File: src/common/ump_pkg.sv
// Purpose: constants and carrier types for the multiprocessor serial port
// Assumes: one 40 MHz system clock, synchronous active-low reset
// Notes: register addresses are the special-function-register addresses
package ump_pkg;

  localparam logic [7:0] ADDR_CONTROL = 8'h98;
  localparam logic [7:0] ADDR_DATA = 8'h99;
  localparam logic [7:0] CONTROL_RESET = 8'h00;
  localparam logic [7:0] DATA_RESET = 8'h00;

  // control register bit positions
  localparam int BIT_MODE_HI = 7;
  localparam int BIT_MODE_LO = 6;
  localparam int BIT_MULTIPROC = 5;
  localparam int BIT_RX_ENABLE = 4;
  localparam int BIT_TX_NINTH = 3;
  localparam int BIT_RX_NINTH = 2;
  localparam int BIT_TX_DONE = 1;
  localparam int BIT_RX_DONE = 0;

  // fixed-rate mode divides the system clock by 64 (or 32 doubled)
  localparam int FIXED_DIV_SLOW = 64;
  localparam int FIXED_DIV_FAST = 32;
  // variable-rate modes: overflows per bit, 32 (or 16 doubled)
  localparam int OVF_PER_BIT_SLOW = 32;
  localparam int OVF_PER_BIT_FAST = 16;
  // synchronous mode shift clock is system clock / 12
  localparam int SYNC_DIV = 12;
  localparam int OVERSAMPLE = 16;
  localparam int OVERSAMPLE_MID = 8;
  localparam logic [3:0] FRAME_BITS_8 = 4'h9;
  localparam logic [3:0] FRAME_BITS_9 = 4'hA;

  typedef enum logic [1:0] {
    UMP_MODE_SYNC = 2'b00,
    UMP_MODE_8VAR = 2'b01,
    UMP_MODE_9FIX = 2'b10,
    UMP_MODE_9VAR = 2'b11
  } ump_mode_t;

  typedef enum logic [1:0] {
    UMP_IDLE = 2'b00,
    UMP_START = 2'b01,
    UMP_SHIFT = 2'b11,
    UMP_STOP = 2'b10
  } ump_state_t;

  // a received frame waiting in the buffer
  typedef struct packed {
    logic [7:0] data;
    logic ninth;
  } ump_frame_t;

endpackage : ump_pkg

File: src/rtl/ump_serial_port.sv
// Purpose: control register, split data buffer, framing and address filter of a four-mode serial port
// Assumes: register port is the cpu special-function-register strobe interface; timer overflow arrives as a pulse
// Notes: synchronous mode shifts receive data on the shared data line; the shift clock goes out on tx_line only while transmitting
// Operation
// master sends address with ninth one first
// filtered 9-bit receive flags only ninth-one bytes
// unfiltered 9-bit receive ignores ninth bit
// 8-bit filter needs stop one; sync ignores
// filtered slave drops data bytes, no interrupt
// slave software clears filter on address match
// bits 7:6 select one of four modes
// bit 4 enables or disables the receiver
// bit 3 sent as ninth bit, 9-bit modes
// bit 2 holds received ninth or stop
// bit 1 set on transmit done, software clears
// bit 0 set on receive done, software clears
// either flag requests the serial interrupt
// data write loads transmitter and starts sending
// data read returns the receive register
// timer reload table assumes doubling, fast clock
// load receive only while receive flag clear
// 9-bit frame: start, eight lsb-first, ninth, stop
// fixed rate is clock over 64 or 32
// timer overflow clocks baud, over 32 or 16
// receiver oversamples sixteen times, samples mid-bit
`timescale 1ns/1ps
module ump_serial_port (
  input wire logic core_clk, // system clock
  input wire logic reset_n, // synchronous reset, low active
  input wire logic [7:0] sfr_addr, // register address
  input wire logic sfr_wr, // register write strobe
  input wire logic sfr_rd, // register read strobe
  input wire logic [7:0] sfr_wdata, // write data
  output logic [7:0] sfr_rdata, // read data, valid cycle after read
  input wire logic baud_double, // doubling select
  input wire logic timer_overflow, // one pulse per baud timer overflow
  input wire logic irq_enable, // serial interrupt enable
  output logic irq_req, // serial interrupt request level
  input wire logic rx_line_in, // receive line level
  output logic rx_line_out, // data out in synchronous mode
  output logic rx_line_oe, // drive enable in synchronous mode
  output logic tx_line // transmit line or shift clock
);

  // ----------------------------------------
  // control register and decoding
  // ----------------------------------------
  logic [1:0] mode;
  logic multiproc_enable, rx_enable, tx_ninth_bit, rx_ninth_bit, tx_done_flag, rx_done_flag;
  logic [7:0] tx_shadow;
  ump_pkg::ump_frame_t rx_hold;

  wire wr_ctl = sfr_wr && (sfr_addr == ump_pkg::ADDR_CONTROL);
  wire wr_dat = sfr_wr && (sfr_addr == ump_pkg::ADDR_DATA);
  wire rd_dat = sfr_rd && (sfr_addr == ump_pkg::ADDR_DATA);
  wire is_sync = (mode == ump_pkg::UMP_MODE_SYNC);
  wire is_nine = mode[1];
  wire [7:0] ctl_value = {mode, multiproc_enable, rx_enable, tx_ninth_bit, rx_ninth_bit, tx_done_flag,
    rx_done_flag};

  // ----------------------------------------
  // bit-rate ticks: sixteen per bit, one per bit in sync mode
  // ----------------------------------------
  logic [5:0] fix_cnt;
  logic [4:0] ovf_cnt;
  logic [3:0] sync_cnt;
  // fixed mode: 64 clocks per bit means one oversample tick every 4 (or 2 doubled)
  wire [5:0] fix_lim = baud_double ? 6'(ump_pkg::FIXED_DIV_FAST / ump_pkg::OVERSAMPLE - 1)
                                   : 6'(ump_pkg::FIXED_DIV_SLOW / ump_pkg::OVERSAMPLE - 1);
  // variable mode: 32 overflows per bit means one tick every 2 (or 1 doubled)
  wire [4:0] ovf_lim = baud_double ? 5'(ump_pkg::OVF_PER_BIT_FAST / ump_pkg::OVERSAMPLE - 1)
                                   : 5'(ump_pkg::OVF_PER_BIT_SLOW / ump_pkg::OVERSAMPLE - 1);
  wire fix_tick = (fix_cnt == fix_lim);
  wire ovf_tick = timer_overflow && (ovf_cnt == ovf_lim);
  wire os_tick = (mode == ump_pkg::UMP_MODE_9FIX) ? fix_tick : ovf_tick;
  wire sync_tick = (sync_cnt == 4'(ump_pkg::SYNC_DIV - 1));

  always_ff @(posedge core_clk)
  begin
    if (!reset_n)
    begin
      fix_cnt <= '0;
      ovf_cnt <= '0;
      sync_cnt <= '0;
    end
    else
    begin
      fix_cnt <= fix_tick ? 6'h0 : fix_cnt + 6'h1;
      if (timer_overflow)
        ovf_cnt <= (ovf_cnt == ovf_lim) ? 5'h0 : ovf_cnt + 5'h1;
      sync_cnt <= sync_tick ? 4'h0 : sync_cnt + 4'h1;
    end
  end

  // ----------------------------------------
  // transmitter
  // ----------------------------------------
  ump_pkg::ump_state_t tx_state;
  logic [3:0] tx_os, tx_bits;
  logic [8:0] tx_shift;
  logic tx_go;
  wire tx_bit_end = os_tick && (tx_os == 4'hF);
  wire [3:0] tx_last = is_nine ? ump_pkg::FRAME_BITS_9 : ump_pkg::FRAME_BITS_8;
  // flag rises entering the stop bit, or after the eighth bit in sync mode
  wire tx_set = is_sync ? (tx_state == ump_pkg::UMP_SHIFT && sync_tick && tx_bits == 4'h7)
                        : (tx_state == ump_pkg::UMP_SHIFT && tx_bit_end && tx_bits == tx_last - 4'h2);

  always_ff @(posedge core_clk)
  begin
    if (!reset_n)
    begin
      tx_state <= ump_pkg::UMP_IDLE;
      tx_os <= '0;
      tx_bits <= '0;
      tx_shift <= '0;
      tx_go <= 1'b0;
      tx_line <= 1'b1;
      rx_line_out <= 1'b1;
      rx_line_oe <= 1'b0;
    end
    else
    begin
      case (tx_state)
        ump_pkg::UMP_IDLE:
        begin
          tx_line <= 1'b1;
          rx_line_oe <= 1'b0;
          if (tx_go && (is_sync ? sync_tick : os_tick))
          begin
            tx_go <= 1'b0;
            // 8-bit modes load a 1 in the ninth slot, so that slot becomes the stop bit
            tx_shift <= {is_nine ? tx_ninth_bit : 1'b1, tx_shadow};
            tx_os <= '0;
            tx_bits <= '0;
            tx_state <= is_sync ? ump_pkg::UMP_SHIFT : ump_pkg::UMP_START;
            if (!is_sync)
              tx_line <= 1'b0;
          end
        end
        ump_pkg::UMP_START:
          if (tx_bit_end)
          begin
            tx_line <= tx_shift[0];
            tx_shift <= {1'b1, tx_shift[8:1]};
            tx_os <= '0;
            tx_state <= ump_pkg::UMP_SHIFT;
          end
          else if (os_tick)
            tx_os <= tx_os + 4'h1;
        ump_pkg::UMP_SHIFT:
          if (is_sync)
          begin
            rx_line_oe <= 1'b1;
            rx_line_out <= tx_shift[0];
            tx_line <= ~sync_tick;
            if (sync_tick)
            begin
              tx_shift <= {1'b1, tx_shift[8:1]};
              tx_bits <= tx_bits + 4'h1;
              if (tx_bits == 4'h7)
                tx_state <= ump_pkg::UMP_IDLE;
            end
          end
          else if (tx_bit_end)
          begin
            tx_bits <= tx_bits + 4'h1;
            // ninth bit is shifted only in 9-bit modes; the 1 filled in is the stop bit
            tx_line <= tx_shift[0];
            tx_shift <= {1'b1, tx_shift[8:1]};
            if (tx_bits == tx_last - 4'h2)
              tx_state <= ump_pkg::UMP_STOP;
            tx_os <= '0;
          end
          else if (os_tick)
            tx_os <= tx_os + 4'h1;
        ump_pkg::UMP_STOP:
          if (tx_bit_end)
            tx_state <= ump_pkg::UMP_IDLE;
          else if (os_tick)
            tx_os <= tx_os + 4'h1;
        default:
          tx_state <= ump_pkg::UMP_IDLE;
      endcase
      // after the state machine: a write landing on the launch edge re-arms instead of being lost
      if (wr_dat)
        tx_go <= 1'b1;
    end
  end

  // ----------------------------------------
  // receiver: start detect and mid-bit sampling
  // ----------------------------------------
  ump_pkg::ump_state_t rx_state;
  logic [3:0] rx_os, rx_bits;
  logic [8:0] rx_shift;
  logic rx_prev;
  logic frame_vld;
  ump_pkg::ump_frame_t frame_word;
  wire rx_mid = os_tick && (rx_os == 4'(ump_pkg::OVERSAMPLE_MID - 1));
  wire rx_bit_end = os_tick && (rx_os == 4'hF);
  wire start_edge = rx_prev && !rx_line_in;
  // mid-sample of the stop bit in every asynchronous mode; in 9-bit modes the ninth bit is already in rx_shift[8]
  wire rx_last_mid = rx_state == ump_pkg::UMP_STOP && rx_mid;
  wire [8:0] rx_done9 = rx_shift;

  // a frame passes the address filter
  wire stop_or_ninth = is_nine ? rx_done9[8] : rx_line_in;
  wire filter_ok = !multiproc_enable || stop_or_ninth;

  always_ff @(posedge core_clk)
  begin
    if (!reset_n)
    begin
      rx_state <= ump_pkg::UMP_IDLE;
      rx_os <= '0;
      rx_bits <= '0;
      rx_shift <= '0;
      rx_prev <= 1'b1;
      frame_vld <= 1'b0;
      frame_word <= '0;
    end
    else
    begin
      rx_prev <= rx_line_in;
      frame_vld <= 1'b0;
      case (rx_state)
        ump_pkg::UMP_IDLE:
        begin
          rx_os <= '0;
          rx_bits <= '0;
          if (rx_enable && !is_sync && start_edge)
            rx_state <= ump_pkg::UMP_START;
          else if (rx_enable && is_sync && !rx_done_flag)
            rx_state <= ump_pkg::UMP_SHIFT;
        end
        ump_pkg::UMP_START:
          if (rx_mid && rx_line_in)
            rx_state <= ump_pkg::UMP_IDLE; // false start
          else if (rx_bit_end)
          begin
            rx_os <= '0;
            rx_state <= ump_pkg::UMP_SHIFT;
          end
          else if (os_tick)
            rx_os <= rx_os + 4'h1;
        ump_pkg::UMP_SHIFT:
          if (is_sync)
          begin
            if (sync_tick)
            begin
              rx_shift <= {1'b0, rx_line_in, rx_shift[7:1]};
              rx_bits <= rx_bits + 4'h1;
              if (rx_bits == 4'h7)
              begin
                frame_vld <= 1'b1;
                frame_word <= '{data: {rx_line_in, rx_shift[7:1]}, ninth: rx_ninth_bit};
                rx_state <= ump_pkg::UMP_IDLE;
              end
            end
          end
          else
          begin
            if (rx_mid)
            begin
              rx_shift <= is_nine ? {rx_line_in, rx_shift[8:1]} : {1'b0, rx_line_in, rx_shift[7:1]};
              rx_bits <= rx_bits + 4'h1;
            end
            if (rx_bit_end && rx_bits == tx_last - 4'h1)
              rx_state <= ump_pkg::UMP_STOP;
            rx_os <= os_tick ? rx_os + 4'h1 : rx_os;
          end
        ump_pkg::UMP_STOP:
          if (rx_last_mid)
          begin
            rx_state <= ump_pkg::UMP_IDLE;
            frame_vld <= filter_ok;
            // mode 1 with filter clear keeps the stop bit; 9-bit keeps ninth
            frame_word <= '{data: is_nine ? rx_done9[7:0] : rx_shift[7:0],
                            ninth: is_nine ? rx_done9[8] : rx_line_in};
          end
          else if (os_tick)
            rx_os <= rx_os + 4'h1;
        default:
          rx_state <= ump_pkg::UMP_IDLE;
      endcase
    end
  end

  // ----------------------------------------
  // two-entry buffer between receiver and cpu-visible register
  // ----------------------------------------
  ump_pkg::ump_frame_t buf_mem [2];
  logic buf_wp, buf_rp;
  logic [1:0] buf_cnt;
  wire buf_in_ready = (buf_cnt != 2'd2);
  wire buf_out_valid = (buf_cnt != 2'd0);
  // a frame is drained only while the receive flag is clear
  wire buf_out_ready = !rx_done_flag;
  wire buf_push = frame_vld && buf_in_ready;
  wire buf_pop = buf_out_valid && buf_out_ready;

  always_ff @(posedge core_clk)
  begin
    if (!reset_n)
    begin
      buf_wp <= 1'b0;
      buf_rp <= 1'b0;
      buf_cnt <= '0;
    end
    else
    begin
      if (buf_push)
      begin
        buf_mem[buf_wp] <= frame_word;
        buf_wp <= ~buf_wp;
      end
      if (buf_pop)
        buf_rp <= ~buf_rp;
      buf_cnt <= buf_cnt + 2'(buf_push) - 2'(buf_pop);
    end
  end

  // ----------------------------------------
  // register state, flags and interrupt
  // ----------------------------------------
  ump_pkg::ump_frame_t pop_word;
  assign pop_word = buf_mem[buf_rp];
  wire next_rx_ninth_load = buf_pop && !is_sync;

  always_ff @(posedge core_clk)
  begin
    if (!reset_n)
    begin
      {mode, multiproc_enable, rx_enable, tx_ninth_bit} <= ump_pkg::CONTROL_RESET[7:3];
      rx_ninth_bit <= 1'b0;
      tx_done_flag <= 1'b0;
      rx_done_flag <= 1'b0;
      tx_shadow <= ump_pkg::DATA_RESET;
      rx_hold <= '0;
      sfr_rdata <= '0;
      irq_req <= 1'b0;
    end
    else
    begin
      if (wr_ctl)
      begin
        {mode, multiproc_enable, rx_enable, tx_ninth_bit} <= sfr_wdata[7:3];
        rx_ninth_bit <= sfr_wdata[ump_pkg::BIT_RX_NINTH];
      end
      if (wr_dat)
        tx_shadow <= sfr_wdata;
      // hardware set wins over a software clear in the same cycle
      tx_done_flag <= tx_set || (wr_ctl ? sfr_wdata[ump_pkg::BIT_TX_DONE] : tx_done_flag);
      rx_done_flag <= buf_pop || (wr_ctl ? sfr_wdata[ump_pkg::BIT_RX_DONE] : rx_done_flag);
      if (buf_pop)
        rx_hold <= pop_word;
      if (next_rx_ninth_load)
        rx_ninth_bit <= pop_word.ninth;
      if (sfr_rd)
        sfr_rdata <= rd_dat ? rx_hold.data : (sfr_addr == ump_pkg::ADDR_CONTROL) ? ctl_value : 8'h00;
      irq_req <= irq_enable && (tx_done_flag || rx_done_flag);
    end
  end
endmodule : ump_serial_port

File: config.mk
export PLATFORM = sky130hd
export DESIGN_NAME = ump_serial_port
export DESIGN_NICKNAME = d
export VERILOG_FILES = /design/src/common/ump_pkg.sv /design/src/rtl/ump_serial_port.sv
export SDC_FILE = /design/constraint.sdc
export NUM_CORES = 1
export LEC_CHECK = 0
export BUFFER_PORTS_ARGS = -buffer_cell sky130_fd_sc_hd__buf_2
export CAP_MARGIN = 20
export CORE_UTILIZATION = 31
export CTS_CLUSTER_DIAMETER = 40
export DETAILED_ROUTE_END_ITERATION = 7
export HOLD_SLACK_MARGIN = 0.05
export PLACE_DENSITY = 0.54
export SLEW_MARGIN = 20
export SYNTH_ARGS = -nofsm -noshare
export SYNTH_HDL_FRONTEND = slang
export SYNTH_SLANG_ARGS = --single-unit
export TNS_END_PERCENT = 100
File: constraint.sdc
create_clock -name core_clk -period 3.3 [get_ports core_clk]
set_input_delay 0.165 -clock core_clk [delete_from_list [all_inputs] [get_ports core_clk]]
set_output_delay 0.165 -clock core_clk [all_outputs]
set_load 0.05 [all_outputs]
==> results of run 1 <==
[through the flow]
stage	cells	total power [µW]
3_5_place_dp	853	2190
3_3_place_gp	853	2180
6_report	894	3980
2_1_floorplan	614	2080
5_1_grt	894	4150
4_1_cts	894	4020
[synthesized netlist by cell type, types with 2 or more instances]
library cell and n:
a2111oi_0 2, a211o_1 2, a211oi_1 20, a21boi_0 3, a21o_1 2, a21oi_1 20, a22o_1 2, a22oi_1 2
a2bb2oi_1 6, a311oi_1 8, a31oi_1 6, a41o_1 3, and2_1 5, and3_1 5, and4_1 2, buf_1 4
buf_2 2, clkbuf_1 25, dfxtp_1 106, edfxtp_1 18, ha_1 9, inv_1 12, mux2_2 3, mux2i_1 44
nand2_1 61, nand2b_1 9, nand3_1 19, nand3b_1 7, nand4_1 6, nor2_1 91, nor2b_1 6, nor3_1 9
nor3b_1 5, nor4_1 9, o21a_1 7, o21ai_0 24, o221a_2 5, o2bb2ai_1 2, or2_2 3, or3_1 2
or4_1 2, xnor2_1 9, xor2_1 7
[power groups by stage]
stage / sequential [µW] / clock (µW) / combinational [µW]
2_1_floorplan: 1690 / 0 / 389
3_3_place_gp: 1740 / 0 / 441
3_5_place_dp: 1740 / 0 / 452
4_1_cts: 1710 / 1850 / 465
5_1_grt: 1720 / 1910 / 519
6_report: 1710 / 1810 / 460
[cell type report]
cell class	instances	area, µm²
clock buffer	18	450
clock inverter	14	134
fill	1790	11200
inverter	12	45.0
multi-input combinational	445	2840
sequential	124	2660
tap	229	287
timing repair buffer	52	325
[flip-flops by register name, summed over array words and instances, names as in the netlist, 2 cells and up, named ones only]
register and flops:
ovf_cnt 5, mode 2, tx_state 2, tx_os 4
sync_cnt 4, buf_cnt 2, tx_shadow 8, rx_os 4
rx_hold 8, frame_word 9, sfr_rdata 8, rx_done9 9
fix_cnt 6, tx_shift 9, rx_state 2, buf_mem 18
tx_bits 4, rx_bits 4
[layer usage]
metal	vias to the layer above	global-route usage, %	wire [µm]
li1	2299	-	-
met1	2160	17.4	5920
met2	122	25.3	6360
met3	16	2.87	654
met4	0	4.88	172
met5	-	0	0
[kinds of logic after synthesis]
logic type,share of synthesized area (%)
and+or+nand+nor,20.1
AOI/OAI and AO/OA,16.9
DFF,46.9
muxes,8.35
buffers and inverters,3.28
xor gates and xnor gates,2.47
adders and majority gates,1.98
[critical path, cell delays in order, from the launching register on]
cell	delay, ns
dfxtp_1	0.34
or4_1	0.54
or4_1	0.61
a21bo_4	0.30
o32ai_4	0.33
buf_4	0.29
mux2i_1	0.22
nor2_1	0.06
[path summary, 6_finish.rpt]
path	depth (start not counted)	slack (ns)	to	from
worst max-delay path	7	0.49	rx_done9[1]	ovf_cnt[3]
worst min-delay path	3	0.07	ovf_cnt[1]	timer_overflow
worst max register to register	7	0.49	rx_done9[1]	ovf_cnt[3]
worst min register to register	1	0.44	sync_cnt[0]	sync_cnt[0]
==> impl_metrics.toml, run 1 <==
[status]
status = "completed"

[clocking]
cts_setup_buffers = 0
clk_pin_slew_ns = 0.06
cts_hold_buf = 9
cts_resized = 0
htree_levels = 4
cts_buffers = 17
cts_tree = "built"
cts_sinks = 124
clk_latency_ns = 0.41
clockBufferDepth = 2
ctsRootBufferMaster = "clkbuf_16"

[timing]
setup_tns_ns = 0
setup_viol_count_final = 0
hold_viol_final = 0
slew_headroom_pct = 54.0
fin_crit_sh_pct = 85.0
slew_violations = 0
fin_hold_ws_ns = 0.0695
max_freq_mhz = 356
worstMarginPinSlew_ns = 0.686
skew_ns = 0.00986
period_needed_ns = 2.81
rsz0062_at_grt = "no"
worst_slack_ns = 0.494

[grt]
overflow = 0
grt_pass1_wl_um = 21400
antenna_found_initial = 0
first_global_vias = 4470
grt_use_total_pct = 14.4
grt_max_degree = 41

[pwr]
switching_share_pct = 26.7
peakVddDrop_mv = 0.257
combinationalPowerShare_pct = 11.6
power.switching_uw = 1060
power_frac_clock_pct = 45.5
leakage_uw = 0.00256
power.density_nw_per_um2 = 591
p_int_uw = 2920
power_frac_seq_pct = 42.9

[flow_run]
cap_viol_max_count = 0

[synth]
ys.flop_type = "dfxtp_1"
synth-seq-area-share_pct = 46.9
synth_warnings = 0
synth_edf_count = 18
syn-cell-area_um2 = 5680
syn_inst = 614
netlist.area_leader.share_pct = 37.4
synth.avg_cell_area_um2 = 9.25
async_flop_share_pct = 0
ys_ff_latch = 124
yosys-top-cells-area = "dfxtp_1, edfxtp_1, mux2i_1"
yosysUniqueCellTypes = 63
synth_fp_nets = 647
synth_top_area_cell = "dfxtp_1"

[hold_path]
min_path_type = "in -> reg"

[routing]
ant_nets = 0
wirelength_um = 13100
vias_per_cell = 5.14
dr.pass1.iters = 5
vias = 4597
drc_errors = 0
wire_per_inst_um = 14.7
first_iter_violations = 265

[worst_setup_path]
startpoint_type = "register"
cp-end-kind = "register"
path_class = "reg -> reg"
critPathRequiredTime_ns = 3.58
arrival_ns = 3.09
worst-path-max-fanout = 12

[placement]
place_congestion = 0.788
port_buffers = 35
place_area_um2 = 6070
dp_slack_ns = 0.495
place_hpwl_um = 9080

[finish]
final_cell_mix = "dfxtp_1, nor2_1, nand2_1"
syn_to_final_growth_pct = 18.8
nNetsFinal = 685
final_util_pct = 37.5
drive_above_1_share_pct = 14.6
diodes = 0
final_cell_area_um2 = 6740
final_common_cell = "dfxtp_1"

[floorplanning]
core_um2 = 18000
rows = 49
io_pins = 36
die_w_um = 137
die_h_um = 137
fp.dieArea_um2 = 18900
start_util_pct = 31.6
Note: power is estimated with default switching activity, not from simulation.
==> run 2, diff against run 1 <==
PLACE_DENSITY = not set   (was 0.54)
PLACE_DENSITY_LB_ADDON = 0.25   (was not set)
==> impl_metrics.toml, run 2 (synthesis results as in run 1) <==
[finish]
final_common_cell = "dfxtp_1"
largest_register = "buf_mem"
fillerInstances = 1793
final_cell_mix = "dfxtp_1, nor2_1, nand2_1"
syn_to_final_growth_pct = 19.0
diodes = 0
nNetsFinal = 688
largest_register_ffs = 18
drive_above_1_share_pct = 14.5

[floorplanning]
io_pins = 36
start_util_pct = 31.6
die_h_um = 137
die_w_um = 137
rows = 49
core_um2 = 18000
fp.dieArea_um2 = 18900

[worst_setup_path]
r2r_start = "ovf_cnt[3]"
r2r_end = "rx_bits[0]"
worst-path-max-fanout = 17
reg2reg_depth = 7
r2r_setup_slack_ns = 0.51
critPathRequiredTime_ns = 3.66
arrival_ns = 3.15
critPathLaunch = "ovf_cnt[3]"
startpoint_type = "register"
cp-end-kind = "register"
path_class = "reg -> reg"

[clocking]
cts_tree = "built"
cts_resized = 0
ctsRootBufferMaster = "clkbuf_16"
cts_sinks = 124
clk_pin_slew_ns = 0.06
clockBufferDepth = 2
cts_buffers = 17
htree_levels = 4
clk_latency_ns = 0.42

[hold_path]
min_path_type = "in -> reg"
hold-path-cell-count = 3
hold_end = "ovf_cnt[1]"
hp-start = "timer_overflow"

[placement]
port_buffers = 35
place_hpwl_um = 9090
dp_slack_ns = 0.527
place_congestion = 0.800

[routing]
drc_errors = 0
vias_per_cell = 5.05
ant_nets = 0
dr.pass1.iters = 4
vias = 4529
first_iter_violations = 238
wire_per_inst_um = 14.6
wirelength_um = 13100

[timing]
setup_viol_count_final = 0
setup_tns_ns = 0
skew_ns = 0.00998
rsz0062_at_grt = "no"
period_needed_ns = 2.79
max_freq_mhz = 359
slew_violations = 0
hold_viol_final = 0
worst_slack_ns = 0.511
worstMarginPinSlew_ns = 0.683
slew_headroom_pct = 54.4
fin_crit_sh_pct = 84.5

[pwr]
leakage_uw = 0.00257
finalPower_uw = 4000
peakVddDrop_mv = 0.361
power.density_nw_per_um2 = 593

[grt]
antenna_found_initial = 0
grt_use_total_pct = 14.6
first_global_vias = 4273
grt_max_degree = 43
overflow = 0
grt_pass1_wl_um = 21000

[flow_run]
cap_viol_max_count = 0

[status]
status = "completed"
## run 2: cell types whose count changed in the layout (fill, tap and decap cells not counted), moves of 2 or more
cell,before,now
buf_4,8,11
clkinv_4,5,3
clkinvlp_4,1,4
inv_6,3,1
nor3_1,7,9
nor3_2,2,0
## run 2: worst max path at each step
stage | to | slack (ns) | depth (start not counted)
after global placement | rx_bits[0] | 0.56 | 7
final | rx_bits[0] | 0.51 | 7
after detailed placement | rx_bits[0] | 0.53 | 7
after floorplan | rx_done9[1] | 0.70 | 8
after global routing | rx_os[3] | 0.35 | 6
after CTS | rx_bits[0] | 0.52 | 7
## run 2: worst max-delay path, cell delays in order, from the launching register on
cell and delay, ns:
dfxtp_1 0.34, or4_1 0.55, or4_1 0.60, a21bo_4 0.29, o32ai_4 0.22, buf_4 0.29, mux2_2 0.36, nor2_1 0.07
## run 2: cell type report
type	count	area, µm²	share of cell area, %
sequential	124	2660	39.4
clock inverter	13	141	2.09
multi-input combinational	445	2830	41.9
tap	229	287	4.24
clock buffer	19	443	6.56
timing repair buffer	55	348	5.15
inverter	12	45.0	0.667
## run 2: where the power goes
part / switching, µW / total, µW / internal, µW
clock: 698 / 1830 / 1130
sequential: 90.5 / 1710 / 1620
combinational: 252 / 465 / 213
## run 2: repair_timing
| item | CTS | global route |
|---|---|---|
| hold buffers | 9 | 0 |
| endpoints found under the hold margin | 14 | 0 |
| buffers inserted | 0 | 0 |
## run 2: layer usage
| metal | vias up | part of all wire (%) | GRT usage (%) |
|---|---|---|---|
| li1 | 2309 | - | - |
| met1 | 2118 | 47 | 17.6 |
| met2 | 89 | 48 | 24.3 |
| met3 | 13 | 4.1 | 3.27 |
| met4 | 0 | 1.4 | 7.14 |
| met5 | - | 0 | 0 |
## run 2: stage by stage
stage	utilization, %	cell area, µm²	hold WS [ns]	cells
2_1_floorplan	-	5680	0.266	614
3_3_place_gp	33.8	6080	0.406	856
3_5_place_dp	33.8	6080	0.409	856
4_1_cts	37.6	6750	0.0525	897
5_1_grt	37.6	6750	0.0699	897
6_report	37.6	6750	0.0674	897
==> run 3, diff against run 2 <==
clock period = 2.4 ns   (was 3.3 ns; I/O delays follow)
==> impl_metrics.toml, run 3 (synthesis results as in run 1) <==
[pwr]
power.density_nw_per_um2 = 798
finalPower_uw = 5790
peakVddDrop_mv = 0.440
leakage_uw = 0.00281

[timing]
slew_headroom_pct = 54.5
setup_viol_count_final = 18
rsz0062_at_grt = "yes"
worstMarginPinSlew_ns = 0.677
worst_slack_ns = -0.0967
period_needed_ns = 2.50
setup_tns_ns = -0.796
slew_violations = 0
fin_crit_sh_pct = 104
max_freq_mhz = 401
skew_ns = 0.00737
hold_viol_final = 0

[floorplanning]
die_w_um = 137
start_util_pct = 31.6
core_um2 = 18000
die_h_um = 137
io_pins = 36
rows = 49
fp.dieArea_um2 = 18900

[worst_setup_path]
critPathRequiredTime_ns = 2.72
crit_buf_inv = 2
path_cells = "or4_4 > or4_4 > a21bo_4 > buf_6 > o22ai_4 > clkbuf_16 > nor2_1 > a311oi_1"
path_depth = 8
startpoint_type = "register"
crit_path_top_delay_cell = "or4_4"
cp-end-kind = "register"
r2r_setup_slack_ns = -0.1
worst-path-max-fanout = 6
path_class = "reg -> reg"
crit_top_cell = "or4_4"
arrival_ns = 2.82
r2r_start = "ovf_cnt[3]"
r2r_end = "frame_word[1]"
reg2reg_depth = 8
path_delay_family = "simple AND/OR/NAND/NOR gates"
max_stage_delay_ns = 0.53

[grt]
grt_use_total_pct = 15.0
grt_pass1_wl_um = 21700
overflow = 0
first_global_vias = 4516
grt_max_degree = 41
antenna_found_initial = 0

[placement]
place_hpwl_um = 9370
dp_slack_ns = -0.200
place_congestion = 0.828
dp.cells = 880
place_area_um2 = 6300
port_buffers = 35

[clocking]
clk_pin_slew_ns = 0.05
cts_tree = "built"
clk_latency_ns = 0.41
cts_buffers = 17
ctsRootBufferMaster = "clkbuf_16"
cts_sinks = 124
clockBufferDepth = 2
htree_levels = 4

[hold_path]
hp-start = "baud_double"
hold_end = "ovf_cnt[0]"
hold-path-cell-count = 4
min_path_type = "in -> reg"

[finish]
largest_register = "buf_mem"
nNetsFinal = 722
final_cell_area_um2 = 7250
syn_to_final_growth_pct = 27.7
final_cells = 930
drive_above_1_share_pct = 20.3
fillerInstances = 1751
largest_register_ffs = 18
final_common_cell = "dfxtp_1"
diodes = 0
final_cell_mix = "dfxtp_1, nor2_1, nand2_1"

[routing]
wire_per_inst_um = 14.4
ant_nets = 0
first_iter_violations = 366
vias_per_cell = 5.07
dr.pass1.iters = 5
vias = 4715
wirelength_um = 13400
drc_errors = 0

[flow_run]
cap_viol_max_count = 0

[status]
violations = "negative setup slack"
status = "finished, violations left"
==> run 3: cell count changes in the layout (fill, tap and decap cells not counted), moves of 3 or more <==
cell / change
buf_4: +27
clkbuf_1: +3
clkinv_4: -3
clkinvlp_4: -4
nor3_1: -3
o21ai_0: -4
o21ai_1: +4
==> run 3: layout make-up <==
type	instances	area (µm²)	share of cell area [%]
Sequential cell	124	2660	36.7
Timing Repair Buffer	89	658	9.08
Inverter	12	45.0	0.621
Multi-Input combinational cell	445	2960	40.8
Tap cell	229	287	3.95
Clock inverter	6	130	1.79
Clock buffer	25	507	6.99
==> run 3: worst min-delay path, cell delays in order <==
cell and delay, ns:
buf_2 0.14, a211oi_1 0.08, a21oi_1 0.12, nor2_1 0.04
==> run 3: routing by layer <==
metal	track usage [%]	part of all wire, %
met2	25.7	48
met4	6.90	1.6
met1	17.8	47
met5	0	0
met3	3.13	3.8
==> run 3: worst max path at each step <==
stage | startpoint | endpoint
3_3_place_gp | ovf_cnt[3] | tx_line
6_report | ovf_cnt[3] | frame_word[1]
4_1_cts | ovf_cnt[3] | frame_word[6]
3_5_place_dp | ovf_cnt[3] | rx_done9[1]
2_1_floorplan | ovf_cnt[3] | rx_done9[1]
5_1_grt | ovf_cnt[3] | rx_bits[0]
==> run 3: what timing repair did <==
| action | in CTS | in global routing |
|---|---|---|
| setup buffers | 5 | 2 |
| resized for setup | 14 | 19 |
| hold buffers | 11 | 0 |
| cloned | 1 | 0 |
| pin swaps | 7 | 10 |
| endpoints found under the setup margin | 42 | 42 |
| endpoints found under the hold margin | 19 | 0 |
==> run 3: power breakdown <==
group | internal [µW] | switching (µW) | leakage [µW] | total [µW]
sequential | 2220 | 131 | 0.00103 | 2360
combinational | 323 | 359 | 0.00147 | 683
clock | 1870 | 877 | 0.000312 | 2750
==> run 3: per-stage QoR <==
stage / hold slack [ns] / utilization, %
2_1_floorplan: 0.221 / -
5_1_grt: 0.173 / 40.4
3_3_place_gp: 0.359 / 35.0
6_report: 0.140 / 40.4
3_5_place_dp: 0.364 / 35.0
4_1_cts: 0.139 / 39.8
